--- src/tmr_pkg.sv ---
// constants shared by the timer, watchdog and interrupt-flag block
package tmr_pkg;
    // clock and watchdog timing
    localparam int CLK_PERIOD_NS = 4;
    localparam int WDT_PERIOD_NS = 18_000_000;
    localparam int WDT_STEPS = 256;
    localparam int WDT_TICK_CYCLES = WDT_PERIOD_NS / (CLK_PERIOD_NS * WDT_STEPS);
    localparam int OSC_W = 16;
    // register byte addresses
    localparam logic [4:0] ADDR_TICK = 5'h00;
    localparam logic [4:0] ADDR_STATUS = 5'h04;
    localparam logic [4:0] ADDR_IFLAG = 5'h08;
    localparam logic [4:0] ADDR_TCTRL = 5'h0c;
    localparam logic [4:0] ADDR_WCTRL = 5'h10;
    localparam logic [4:0] ADDR_IMASK = 5'h14;
    localparam logic [4:0] ADDR_CMD = 5'h18;
    localparam logic [4:0] ADDR_CFG = 5'h1c;
    // status_flags fields
    localparam int ST_PD = 3;
    localparam int ST_TO = 4;
    localparam int ST_SPARE_LO = 5;
    localparam int ST_SPARE_HI = 6;
    localparam int ST_RST = 7;
    // interrupt flag and mask fields
    localparam int IRQ_OVF = 0;
    localparam int IRQ_PIN = 1;
    localparam int IRQ_EXT = 2;
    // timer_control fields
    localparam int TC_ASSIGN = 3;
    localparam int TC_EDGE = 4;
    localparam int TC_SRC = 5;
    localparam int TC_GIE = 6;
    // watchdog_control fields
    localparam int WC_EXT_SEL = 6;
    localparam int WC_WDOG_EN = 7;
    // command bits, each a one-shot on write
    localparam int CMD_WDT_CLR = 0;
    localparam int CMD_SLEEP = 1;
    localparam int CMD_IRQ_ON = 2;
    localparam int CMD_IRQ_OFF = 3;
    localparam int CMD_IRQ_RET = 4;
    localparam int CMD_IRQ_TAKEN = 5;
    // reset values
    localparam logic [6:0] TCTRL_RST = 7'h3f;
    localparam logic [1:0] WCTRL_RST = 2'h2;
    localparam logic [2:0] IRQ_RST = 3'h0;
    localparam logic [7:0] TICK_RST = 8'h00;
    // power state, one bit apart
    typedef enum logic {ST_RUN = 1'b0, ST_SLEEP = 1'b1} pwr_state_e;
endpackage : tmr_pkg
--- src/presc_div.sv ---
// shared 8-bit prescaler with selectable power-of-two carry
`timescale 1ns/1ns
`default_nettype none
module presc_div (
    input wire logic mclk,
    input wire logic sys_rst,
    input wire logic clear,
    input wire logic step,
    input wire logic [3:0] shift,
    output logic fire
);
    import tmr_pkg::*;

    logic [7:0] cnt_q;
    logic [7:0] cnt_d;
    logic [8:0] mask_w;

    // fire on the step that completes 2^shift steps; shift 0 passes every step
    assign mask_w = (9'h001 << shift) - 9'h001;
    assign fire = step & (&(cnt_q | ~mask_w[7:0]));
    assign cnt_d = clear ? 8'h00 : (step ? cnt_q + 8'h01 : cnt_q);

    // counter; clear beats step so a cleared prescaler starts from zero
    always_ff @(posedge mclk or posedge sys_rst) begin
        if (sys_rst) begin
            cnt_q <= 8'h00;
        end else begin
            cnt_q <= cnt_d;
        end
    end

    property p_clear_zero;
        @(posedge mclk) disable iff (sys_rst) clear |=> cnt_q == 8'h00;
    endproperty
    a_clear_zero: assert property (p_clear_zero) else $error("prescaler not cleared");
endmodule : presc_div
`default_nettype wire

--- src/timer_watchdog_irq_flags.sv ---
// tick counter, watchdog, shared prescaler, reset-cause and interrupt flags
//
// Decided for this implementation: the Avalon-MM interface to the registers and the register offsets.
`timescale 1ns/1ns
`default_nettype none
module timer_watchdog_irq_flags #(
    parameter int WDT_TICK = tmr_pkg::WDT_TICK_CYCLES
) (
    input wire logic mclk,
    input wire logic sys_rst,
    input wire logic [4:0] address,
    input wire logic read,
    input wire logic write,
    input wire logic [31:0] writedata,
    input wire logic [3:0] byteenable,
    output logic [31:0] readdata,
    output logic waitrequest,
    input wire logic count_pin,
    input wire logic ext_irq_pin,
    input wire logic [7:0] port_in,
    output logic watchdog_reset,
    output logic irq_request,
    output logic sleeping,
    output logic count_pin_timer,
    output logic ext_pin_irq
);
    import tmr_pkg::*;

    logic wait_q;
    logic [31:0] readdata_q;
    logic [7:0] tick_q;
    logic [6:0] tctrl_q;
    logic [1:0] wctrl_q;
    logic [2:0] flags_q;
    logic [2:0] imask_q;
    logic clk_opt_q;
    logic pd_q;
    logic to_q;
    logic rst_type_q;
    logic [1:0] spare_q;
    pwr_state_e state_q;
    logic [1:0] cyc_q;
    logic [OSC_W-1:0] osc_q;
    logic [7:0] wdt_q;
    logic wdt_rst_q;
    logic irq_q;
    logic cnt_prev_q;
    logic ext_prev_q;
    logic [7:0] port_prev_q;

    // bus decode; an access completes on the edge where waitrequest is low
    logic acc;
    logic wr_en;
    logic wr_tick;
    logic wr_status;
    logic wr_iflag;
    logic wr_tctrl;
    logic wr_wctrl;
    logic wr_imask;
    logic wr_cmd;
    logic wr_cfg;
    assign acc = (read | write) & ~wait_q;
    assign wr_en = acc & write & byteenable[0];
    assign wr_tick = wr_en & (address == ADDR_TICK);
    assign wr_status = wr_en & (address == ADDR_STATUS);
    assign wr_iflag = wr_en & (address == ADDR_IFLAG);
    assign wr_tctrl = wr_en & (address == ADDR_TCTRL);
    assign wr_wctrl = wr_en & (address == ADDR_WCTRL);
    assign wr_imask = wr_en & (address == ADDR_IMASK);
    assign wr_cmd = wr_en & (address == ADDR_CMD);
    assign wr_cfg = wr_en & (address == ADDR_CFG);

    // one-shot instruction strobes
    logic do_kick;
    logic do_sleep;
    logic do_gie_set;
    logic do_gie_clr;
    assign do_kick = wr_cmd & writedata[CMD_WDT_CLR];
    assign do_sleep = wr_cmd & writedata[CMD_SLEEP];
    assign do_gie_set = wr_cmd & (writedata[CMD_IRQ_ON] | writedata[CMD_IRQ_RET]);
    assign do_gie_clr = wr_cmd & (writedata[CMD_IRQ_OFF] | writedata[CMD_IRQ_TAKEN]);

    // control fields
    logic assign_wdt;
    logic [2:0] ratio;
    logic wdt_on;
    logic ext_sel;
    assign assign_wdt = tctrl_q[TC_ASSIGN];
    assign ratio = tctrl_q[2:0];
    assign wdt_on = wctrl_q[1];
    assign ext_sel = wctrl_q[0];

    // instruction cycle from the clock option; it stops while asleep
    logic instr_tick;
    assign instr_tick = (state_q == ST_RUN) & (clk_opt_q ? (cyc_q == 2'd3) : cyc_q[0]);

    // pin events; inputs arrive synchronous so one stage of history suffices
    logic cnt_rise;
    logic cnt_fall;
    logic ext_fall;
    logic port_chg;
    assign cnt_rise = count_pin & ~cnt_prev_q;
    assign cnt_fall = ~count_pin & cnt_prev_q;
    assign ext_fall = ext_sel & ~ext_irq_pin & ext_prev_q;
    assign port_chg = port_in != port_prev_q;

    // tick source: count pin edge or instruction cycle
    logic tick_src;
    assign tick_src = tctrl_q[TC_SRC] ? (tctrl_q[TC_EDGE] ? cnt_fall : cnt_rise) : instr_tick;

    // watchdog oscillator stand-in, free running even in sleep
    logic osc_tick;
    assign osc_tick = osc_q == OSC_W'(WDT_TICK - 1);

    // prescaler hookup: tick gets 2^(n+1), watchdog 2^n
    logic pre_clr;
    logic pre_step;
    logic [3:0] pre_shift;
    logic pre_fire;
    assign pre_step = assign_wdt ? osc_tick : tick_src;
    assign pre_shift = assign_wdt ? {1'b0, ratio} : {1'b0, ratio} + 4'd1;
    assign pre_clr = (wr_tick & ~assign_wdt)
        | ((do_kick | do_sleep) & assign_wdt)
        | (wr_tctrl & (writedata[TC_ASSIGN] != assign_wdt));

    presc_div u_presc (
        .mclk(mclk),
        .sys_rst(sys_rst),
        .clear(pre_clr),
        .step(pre_step),
        .shift(pre_shift),
        .fire(pre_fire)
    );

    // counter steps after routing through or around the prescaler
    logic tick_inc;
    logic tick_wrap;
    logic wdt_inc;
    logic wdt_clr;
    logic wdt_to;
    assign tick_inc = assign_wdt ? tick_src : pre_fire;
    assign tick_wrap = tick_inc & ~wr_tick & (tick_q == 8'hff);
    assign wdt_inc = wdt_on & (assign_wdt ? pre_fire : osc_tick);
    assign wdt_clr = do_kick | do_sleep;
    // a clear in the same cycle wins so software never races its own kick
    assign wdt_to = wdt_inc & ~wdt_clr & (wdt_q == 8'hff);

    // pin-change wake from sleep, only when that source is enabled
    logic wake;
    assign wake = (state_q == ST_SLEEP) & port_chg & imask_q[IRQ_PIN];

    // read mux; unmapped addresses read zero
    logic [7:0] status_rd;
    logic [7:0] rd_mux;
    assign status_rd = {rst_type_q, spare_q[1], spare_q[0], to_q, pd_q, 3'h0};
    assign rd_mux = (address == ADDR_TICK) ? tick_q
        : (address == ADDR_STATUS) ? status_rd
        : (address == ADDR_IFLAG) ? {5'h00, flags_q & imask_q}
        : (address == ADDR_TCTRL) ? {1'b0, tctrl_q}
        : (address == ADDR_WCTRL) ? {wctrl_q, 6'h00}
        : (address == ADDR_IMASK) ? {5'h00, imask_q}
        : (address == ADDR_CFG) ? {7'h00, clk_opt_q}
        : 8'h00;

    // flag events and clears; an event in the clearing cycle survives
    logic [2:0] evt;
    logic [2:0] keep;
    logic [2:0] flags_d;
    assign evt = {ext_fall, port_chg, tick_wrap};
    assign keep = wr_iflag ? (flags_q & writedata[2:0]) : flags_q;
    assign flags_d = keep | evt;

    // bus handshake: one wait cycle, read data loaded alongside
    always_ff @(posedge mclk or posedge sys_rst) begin
        if (sys_rst) begin
            wait_q <= 1'b1;
            readdata_q <= 32'h0000_0000;
        end else begin
            wait_q <= ~((read | write) & wait_q);
            if (read & wait_q) begin
                readdata_q <= {24'h00_0000, rd_mux};
            end
        end
    end

    // software-written controls and the global enable
    always_ff @(posedge mclk or posedge sys_rst) begin
        if (sys_rst) begin
            tctrl_q <= TCTRL_RST;
            wctrl_q <= WCTRL_RST;
            imask_q <= IRQ_RST;
            clk_opt_q <= 1'b0;
            spare_q <= 2'h0;
        end else begin
            if (wr_tctrl) begin
                tctrl_q[5:0] <= writedata[5:0];
            end
            if (do_gie_clr) begin
                tctrl_q[TC_GIE] <= 1'b0;
            end else if (do_gie_set) begin
                tctrl_q[TC_GIE] <= 1'b1;
            end else if (wr_tctrl) begin
                tctrl_q[TC_GIE] <= writedata[TC_GIE];
            end
            if (wr_wctrl) begin
                wctrl_q <= {writedata[WC_WDOG_EN], writedata[WC_EXT_SEL]};
            end
            if (wr_imask) begin
                imask_q <= writedata[2:0];
            end
            if (wr_cfg) begin
                clk_opt_q <= writedata[0];
            end
            if (wr_status) begin
                spare_q <= {writedata[ST_SPARE_HI], writedata[ST_SPARE_LO]};
            end
        end
    end

    // tick counter, cycle divider and oscillator
    always_ff @(posedge mclk or posedge sys_rst) begin
        if (sys_rst) begin
            tick_q <= TICK_RST;
            cyc_q <= 2'd0;
            osc_q <= '0;
        end else begin
            cyc_q <= cyc_q + 2'd1;
            osc_q <= osc_tick ? '0 : osc_q + OSC_W'(1);
            if (wr_tick) begin
                tick_q <= writedata[7:0];
            end else if (tick_inc) begin
                tick_q <= tick_q + 8'h01;
            end
        end
    end

    // watchdog counter and its reset pulse
    always_ff @(posedge mclk or posedge sys_rst) begin
        if (sys_rst) begin
            wdt_q <= 8'h00;
            wdt_rst_q <= 1'b0;
        end else begin
            wdt_rst_q <= wdt_to;
            if (wdt_clr | wdt_to) begin
                wdt_q <= 8'h00;
            end else if (wdt_inc) begin
                wdt_q <= wdt_q + 8'h01;
            end
        end
    end

    // reset-cause flags and power state
    always_ff @(posedge mclk or posedge sys_rst) begin
        if (sys_rst) begin
            pd_q <= 1'b1;
            to_q <= 1'b1;
            rst_type_q <= 1'b0;
            state_q <= ST_RUN;
        end else begin
            if (do_kick) begin
                pd_q <= 1'b1;
            end else if (do_sleep) begin
                pd_q <= 1'b0;
            end
            if (wdt_to) begin
                to_q <= 1'b0;
            end else if (do_kick | do_sleep) begin
                to_q <= 1'b1;
            end
            if (wdt_to) begin
                rst_type_q <= 1'b0;
                state_q <= ST_RUN;
            end else if (wake) begin
                rst_type_q <= 1'b1;
                state_q <= ST_RUN;
            end else if (do_sleep) begin
                state_q <= ST_SLEEP;
            end
        end
    end

    // sticky flags, pin history and the interrupt request
    always_ff @(posedge mclk or posedge sys_rst) begin
        if (sys_rst) begin
            flags_q <= IRQ_RST;
            cnt_prev_q <= 1'b0;
            ext_prev_q <= 1'b1;
            port_prev_q <= 8'h00;
            irq_q <= 1'b0;
        end else begin
            flags_q <= flags_d;
            cnt_prev_q <= count_pin;
            ext_prev_q <= ext_irq_pin;
            port_prev_q <= port_in;
            irq_q <= tctrl_q[TC_GIE] & (|(flags_q & imask_q));
        end
    end

    assign readdata = readdata_q;
    assign waitrequest = wait_q;
    assign watchdog_reset = wdt_rst_q;
    assign irq_request = irq_q;
    assign sleeping = state_q;
    assign count_pin_timer = tctrl_q[TC_SRC];
    assign ext_pin_irq = wctrl_q[0];

    property p_kick_pd;
        @(posedge mclk) disable iff (sys_rst) do_kick |=> pd_q && to_q;
    endproperty
    a_kick_pd: assert property (p_kick_pd) else $error("clear did not set flags");

    property p_sleep_pd;
        @(posedge mclk) disable iff (sys_rst) do_sleep && !do_kick && !wdt_to && !wake |=> !pd_q && sleeping;
    endproperty
    a_sleep_pd: assert property (p_sleep_pd) else $error("sleep flags wrong");

    property p_to_clear;
        @(posedge mclk) disable iff (sys_rst) wdt_to |=> !to_q && watchdog_reset;
    endproperty
    a_to_clear: assert property (p_to_clear) else $error("timeout not recorded");

    property p_wake_rst;
        @(posedge mclk) disable iff (sys_rst) wake && !wdt_to |=> rst_type_q && !sleeping;
    endproperty
    a_wake_rst: assert property (p_wake_rst) else $error("wake cause wrong");

    property p_wrap;
        @(posedge mclk) disable iff (sys_rst) tick_wrap |=> tick_q == 8'h00 && flags_q[IRQ_OVF];
    endproperty
    a_wrap: assert property (p_wrap) else $error("overflow not flagged");

    property p_no_set;
        @(posedge mclk) disable iff (sys_rst) evt == 3'h0 |=> (flags_q & ~$past(flags_q)) == 3'h0;
    endproperty
    a_no_set: assert property (p_no_set) else $error("flag set without event");

    property p_ext;
        @(posedge mclk) disable iff (sys_rst) $fell(ext_irq_pin) && ext_pin_irq |-> ##1 flags_q[IRQ_EXT];
    endproperty
    a_ext: assert property (p_ext) else $error("external edge lost");

    property p_gie_off;
        @(posedge mclk) disable iff (sys_rst) do_gie_clr |=> !tctrl_q[TC_GIE] ##1 !irq_request;
    endproperty
    a_gie_off: assert property (p_gie_off) else $error("global enable stuck");

    property p_irq_mask;
        @(posedge mclk) disable iff (sys_rst) ((flags_q & imask_q) == 3'h0) |=> !irq_request;
    endproperty
    a_irq_mask: assert property (p_irq_mask) else $error("masked source raised request");

    c_wrap: cover property (@(posedge mclk) disable iff (sys_rst) tick_wrap);
    c_wake: cover property (@(posedge mclk) disable iff (sys_rst) wake);
    c_timeout: cover property (@(posedge mclk) disable iff (sys_rst) wdt_to);
endmodule : timer_watchdog_irq_flags
`default_nettype wire

--- config.mk ---
export PLATFORM = sky130hd
export DESIGN_NAME = timer_watchdog_irq_flags
export DESIGN_NICKNAME = d
export VERILOG_FILES = /design/src/tmr_pkg.sv /design/src/presc_div.sv /design/src/timer_watchdog_irq_flags.sv
export SDC_FILE = /design/constraint.sdc
export NUM_CORES = 1
export LEC_CHECK = 0
export BUFFER_PORTS_ARGS = -buffer_cell sky130_fd_sc_hd__buf_2
export CAP_MARGIN = 10
export CORE_MARGIN = 2
export CORE_UTILIZATION = 24
export CTS_BUF_LIST = sky130_fd_sc_hd__clkbuf_4 sky130_fd_sc_hd__clkbuf_8
export CTS_CLUSTER_DIAMETER = 50
export CTS_CLUSTER_SIZE = 20
export DETAILED_ROUTE_END_ITERATION = 10
export PLACE_DENSITY_LB_ADDON = 0.2
export SETUP_SLACK_MARGIN = 0.3
export SYNTH_ARGS = -nofsm -noshare
export SYNTH_HDL_FRONTEND = slang
export SYNTH_SLANG_ARGS = --single-unit
--- constraint.sdc ---
create_clock -name mclk -period 8.83 [get_ports mclk]
set_clock_uncertainty 0.15 [all_clocks]
set_input_delay 0.4415 -clock mclk [delete_from_list [all_inputs] [get_ports mclk]]
set_output_delay 0.4415 -clock mclk [all_outputs]
set_load 0.1 [all_outputs]
==> key figures <==
Pwr
  • LEAKAGE: 2.295 nW
  • Pwr dens: 201.9 nW/µm²
  • Power, Total: 1.046 mW
  • Worst vdd ir: 86.22 µV

Synthesis
  • Top post-synthesis cells by count: 74 x dfrtp_1, 45 x nand2_1, 38 x nor2_1
  • Cell area after synthesis: 4599 µm²
  • Synth Area in XOR/XNOR: 6.855%
  • Syn Inst Count: 473
  • Distinct cells, synth: 65
  • Post-synth EDFFs: 0
  • Syn_area_per_cell: 9.724 µm²
  • Post-synthesis sequential area ratio: 46.55%
  • Yosys warning total: 0
  • Fraction of the mapped netlist area in simple logic gates: 19.97%
  • Most numerous cell in the Yosys netlist: dfrtp_1
  • Mux cell area share after synthesis: 4.489%
  • Async SR Flop Fraction: 100.0%
  • Top_reg_cell synth: dfrtp_1
  • Yosys reg bits: 85
  • Synth top area share: 40.26%
  • Adder-cell share of the synthesized area: 2.176%
  • Post-synthesis compound-gate area fraction: 13.44%
  • Cells taking the most area after synthesis: dfrtp_1 40%, dfstp_2 6.3%, xor2_1 5.1%
  • Yosys top cell by area: dfrtp_1
  • Largest family of logic cells by synthesized area: simple AND/OR/NAND/NOR gates

Status
  • Status: finished, final reports clean

STA
  • WHS: 0.03993 ns
  • Setup_tns: 0 ns
  • Slew Viols, Final: 0
  • RSZ-0062 raised after global routing: false
  • Final critical-path share of the clock period: 42.89%
  • Tmin final: 3.787 ns
  • Final setup fails: 0
  • Max_slew headroom: 25.58%
  • Worst slew pin tran: 1.108 ns
  • Final worst slack: 5.043 ns
  • Final hold violations: 0
  • Fmax: 264.1 MHz

Critical path
  • Bufs and invs on worst path: 0
  • CP Capture Type: register
  • Most used cell, CP: ha_1
  • Crit-path max cell delay: 0.68 ns
  • CP Cell Sequence: ha_1 > or2_2 > o21ai_2 > a22oi_1 > ha_1 > o2111ai_1 > a221oi_1 > a311o_1 > nand3_1 > a21o_1 > or4_1 > a21oi_1
  • Crit path kind: register to register
  • Crit path launch type: register
  • CP top delay family: compound AO/OA/AOI/OAI gates
  • Slowest cell on crit path: dfstp_2
  • CP Data Required Time: 8.98 ns
  • Max Fanout on Critical Path: 18
  • Worst path arrival time: 3.94 ns

Final layout
  • Final core utilization: 27.59%
  • Layout cells sized above 1: 18.30%
  • N_diodes: 0
  • Area grow syn2layout: 12.60%
  • Fin nets: 577

Global route
  • GR peak layer: met2
  • Initial antenna violation count: 0
  • M1 GR Usage: 16.05%
  • GR met2 Demand/Resource: 17.87%
  • GR Util met3: 3.634%
  • First-pass GRT wire length: 18.40 mm
  • Vias in the first global route: 3,529
  • Global route overflow: 0
  • Total Routing Usage GR: 11.57%
  • Largest net degree at the start of global routing: 64

Clocking
  • Clock slew at reported path FFs: 0.09 ns
  • Post-CTS Repair Setup Buffers: 0
  • Post-cts resize count: 0
  • H-tree depth: 3
  • Post-CTS Hold Buffers: 2
  • CTS sink count: 85
  • CTS tree: yes
  • CTS Root Cell: clkbuf_8
  • Max clock buf depth: 2
  • CTS buffer count: 9
  • Worst-Skew Late Latency: 0.38 ns

Floorplan
  • Die W: 142.4 µm
  • Row cnt: 50
  • Die height: 142.4 µm
  • I/O pins: 93
  • Initial Util: 24.51%
  • Die area: 20,290 µm²
  • Area of the core: 18,770 µm²

Drt
  • TritonRoute pass-1 iters: 4
  • Routed via count: 3,544
  • Post-route ant nets: 0
  • Post-Route WL: 11.15 mm
  • Initial drt markers: 248
  • Vias/cell: 4.707
  • Wirelength per Cell: 14.81 µm
  • Number of remaining DRC errors: 0

Hold path
  • Worst Hold Class: primary input to register

Placed design
  • Placer Congestion: 0.8188
  • Port Buf Inserts: 41
  • Post-DP HPWL: 8.018 mm
  • Post-Place Setup Slack: 5.073 ns

Flow run
  • Maxcap violations: 0
## registers in the layout, summed over array words and instances (netlist names), 2 cells and up
register	cells
readdata	8
u_presc.cnt_q	8
port_prev_q	8
cyc_q	2
osc_q	16
wctrl_q	2
spare_q	2
flags_q	3
tctrl_q	7
wdt_q	8
imask_q	3
tick_q	8
## logic make-up (layout without fill, tap and decap cells)
logic type / count (synthesis) / in the layout
fa+ha+maj: 8 / 8
simple gates: 179 / 179
compound gates: 95 / 95
mux: 19 / 19
flops: 85 / 85
other cells: 1 / 24
xor+xnor: 36 / 36
buf+inv: 50 / 73
## path summary, 6_finish.rpt
kind,cells after the start,endpoint,start,slack [ns]
hold / removal,1,cnt_prev_q,count_pin,0.04
max in group asynchronous,4,readdata[2],sys_rst,6.96
hold reg to reg,1,cyc_q[0],cyc_q[0],0.30
setup / recovery,12,wdt_q[6],tctrl_q[0],5.04
min in group asynchronous,3,osc_q[12],sys_rst,0.42
setup reg to reg,12,wdt_q[6],tctrl_q[0],5.04
## cells in the final DEF (no fill, tap or decap), drive strengths merged, types with 6 or more instances in the layout
cell     n
nor2    38
dfrtp   74
and3    11
nor3     9
inv     12
conb    24
mux2i    6
ha       8
nand4    9
and2     6
mux2    13
a21oi   24
clkbuf  10
nand3   25
xnor2    9
xor2    27
dfstp   11
o21ai   32
buf     44
nand2   45
## cell type report
cell class	instances	area [µm²]
fill	1997	13590
multi-input combinational	361	2248
sequential	85	2141
tap	234	292.8
timing repair buffer	46	247.7
clock buffer	10	137.6
clock inverter	6	68.82
inverter	11	42.54
## layer usage
layer	vias up	part of all wire [%]
met2	81	45
met4	0	0.82
li1	1722	-
met3	9	3.8
met5	-	0
met1	1732	50
## report_power, final
part / leakage, nW / switching [mW] / total [mW] / internal [mW]
clock network: 0.103 / 0.151 / 0.292 / 0.140
registers: 1.05 / 0.0523 / 0.486 / 0.434
logic: 1.14 / 0.180 / 0.268 / 0.0885
## stage by stage
| step | cell area, µm² | cells |
|---|---|---|
| floorplan | 4686 | 496 |
| global placement | 4952 | 735 |
| detailed placement | 4952 | 735 |
| CTS | 5179 | 753 |
| global route | 5179 | 753 |
| finish | 5179 | 753 |
No activity file was read; power rests on OpenSTA's default activity.
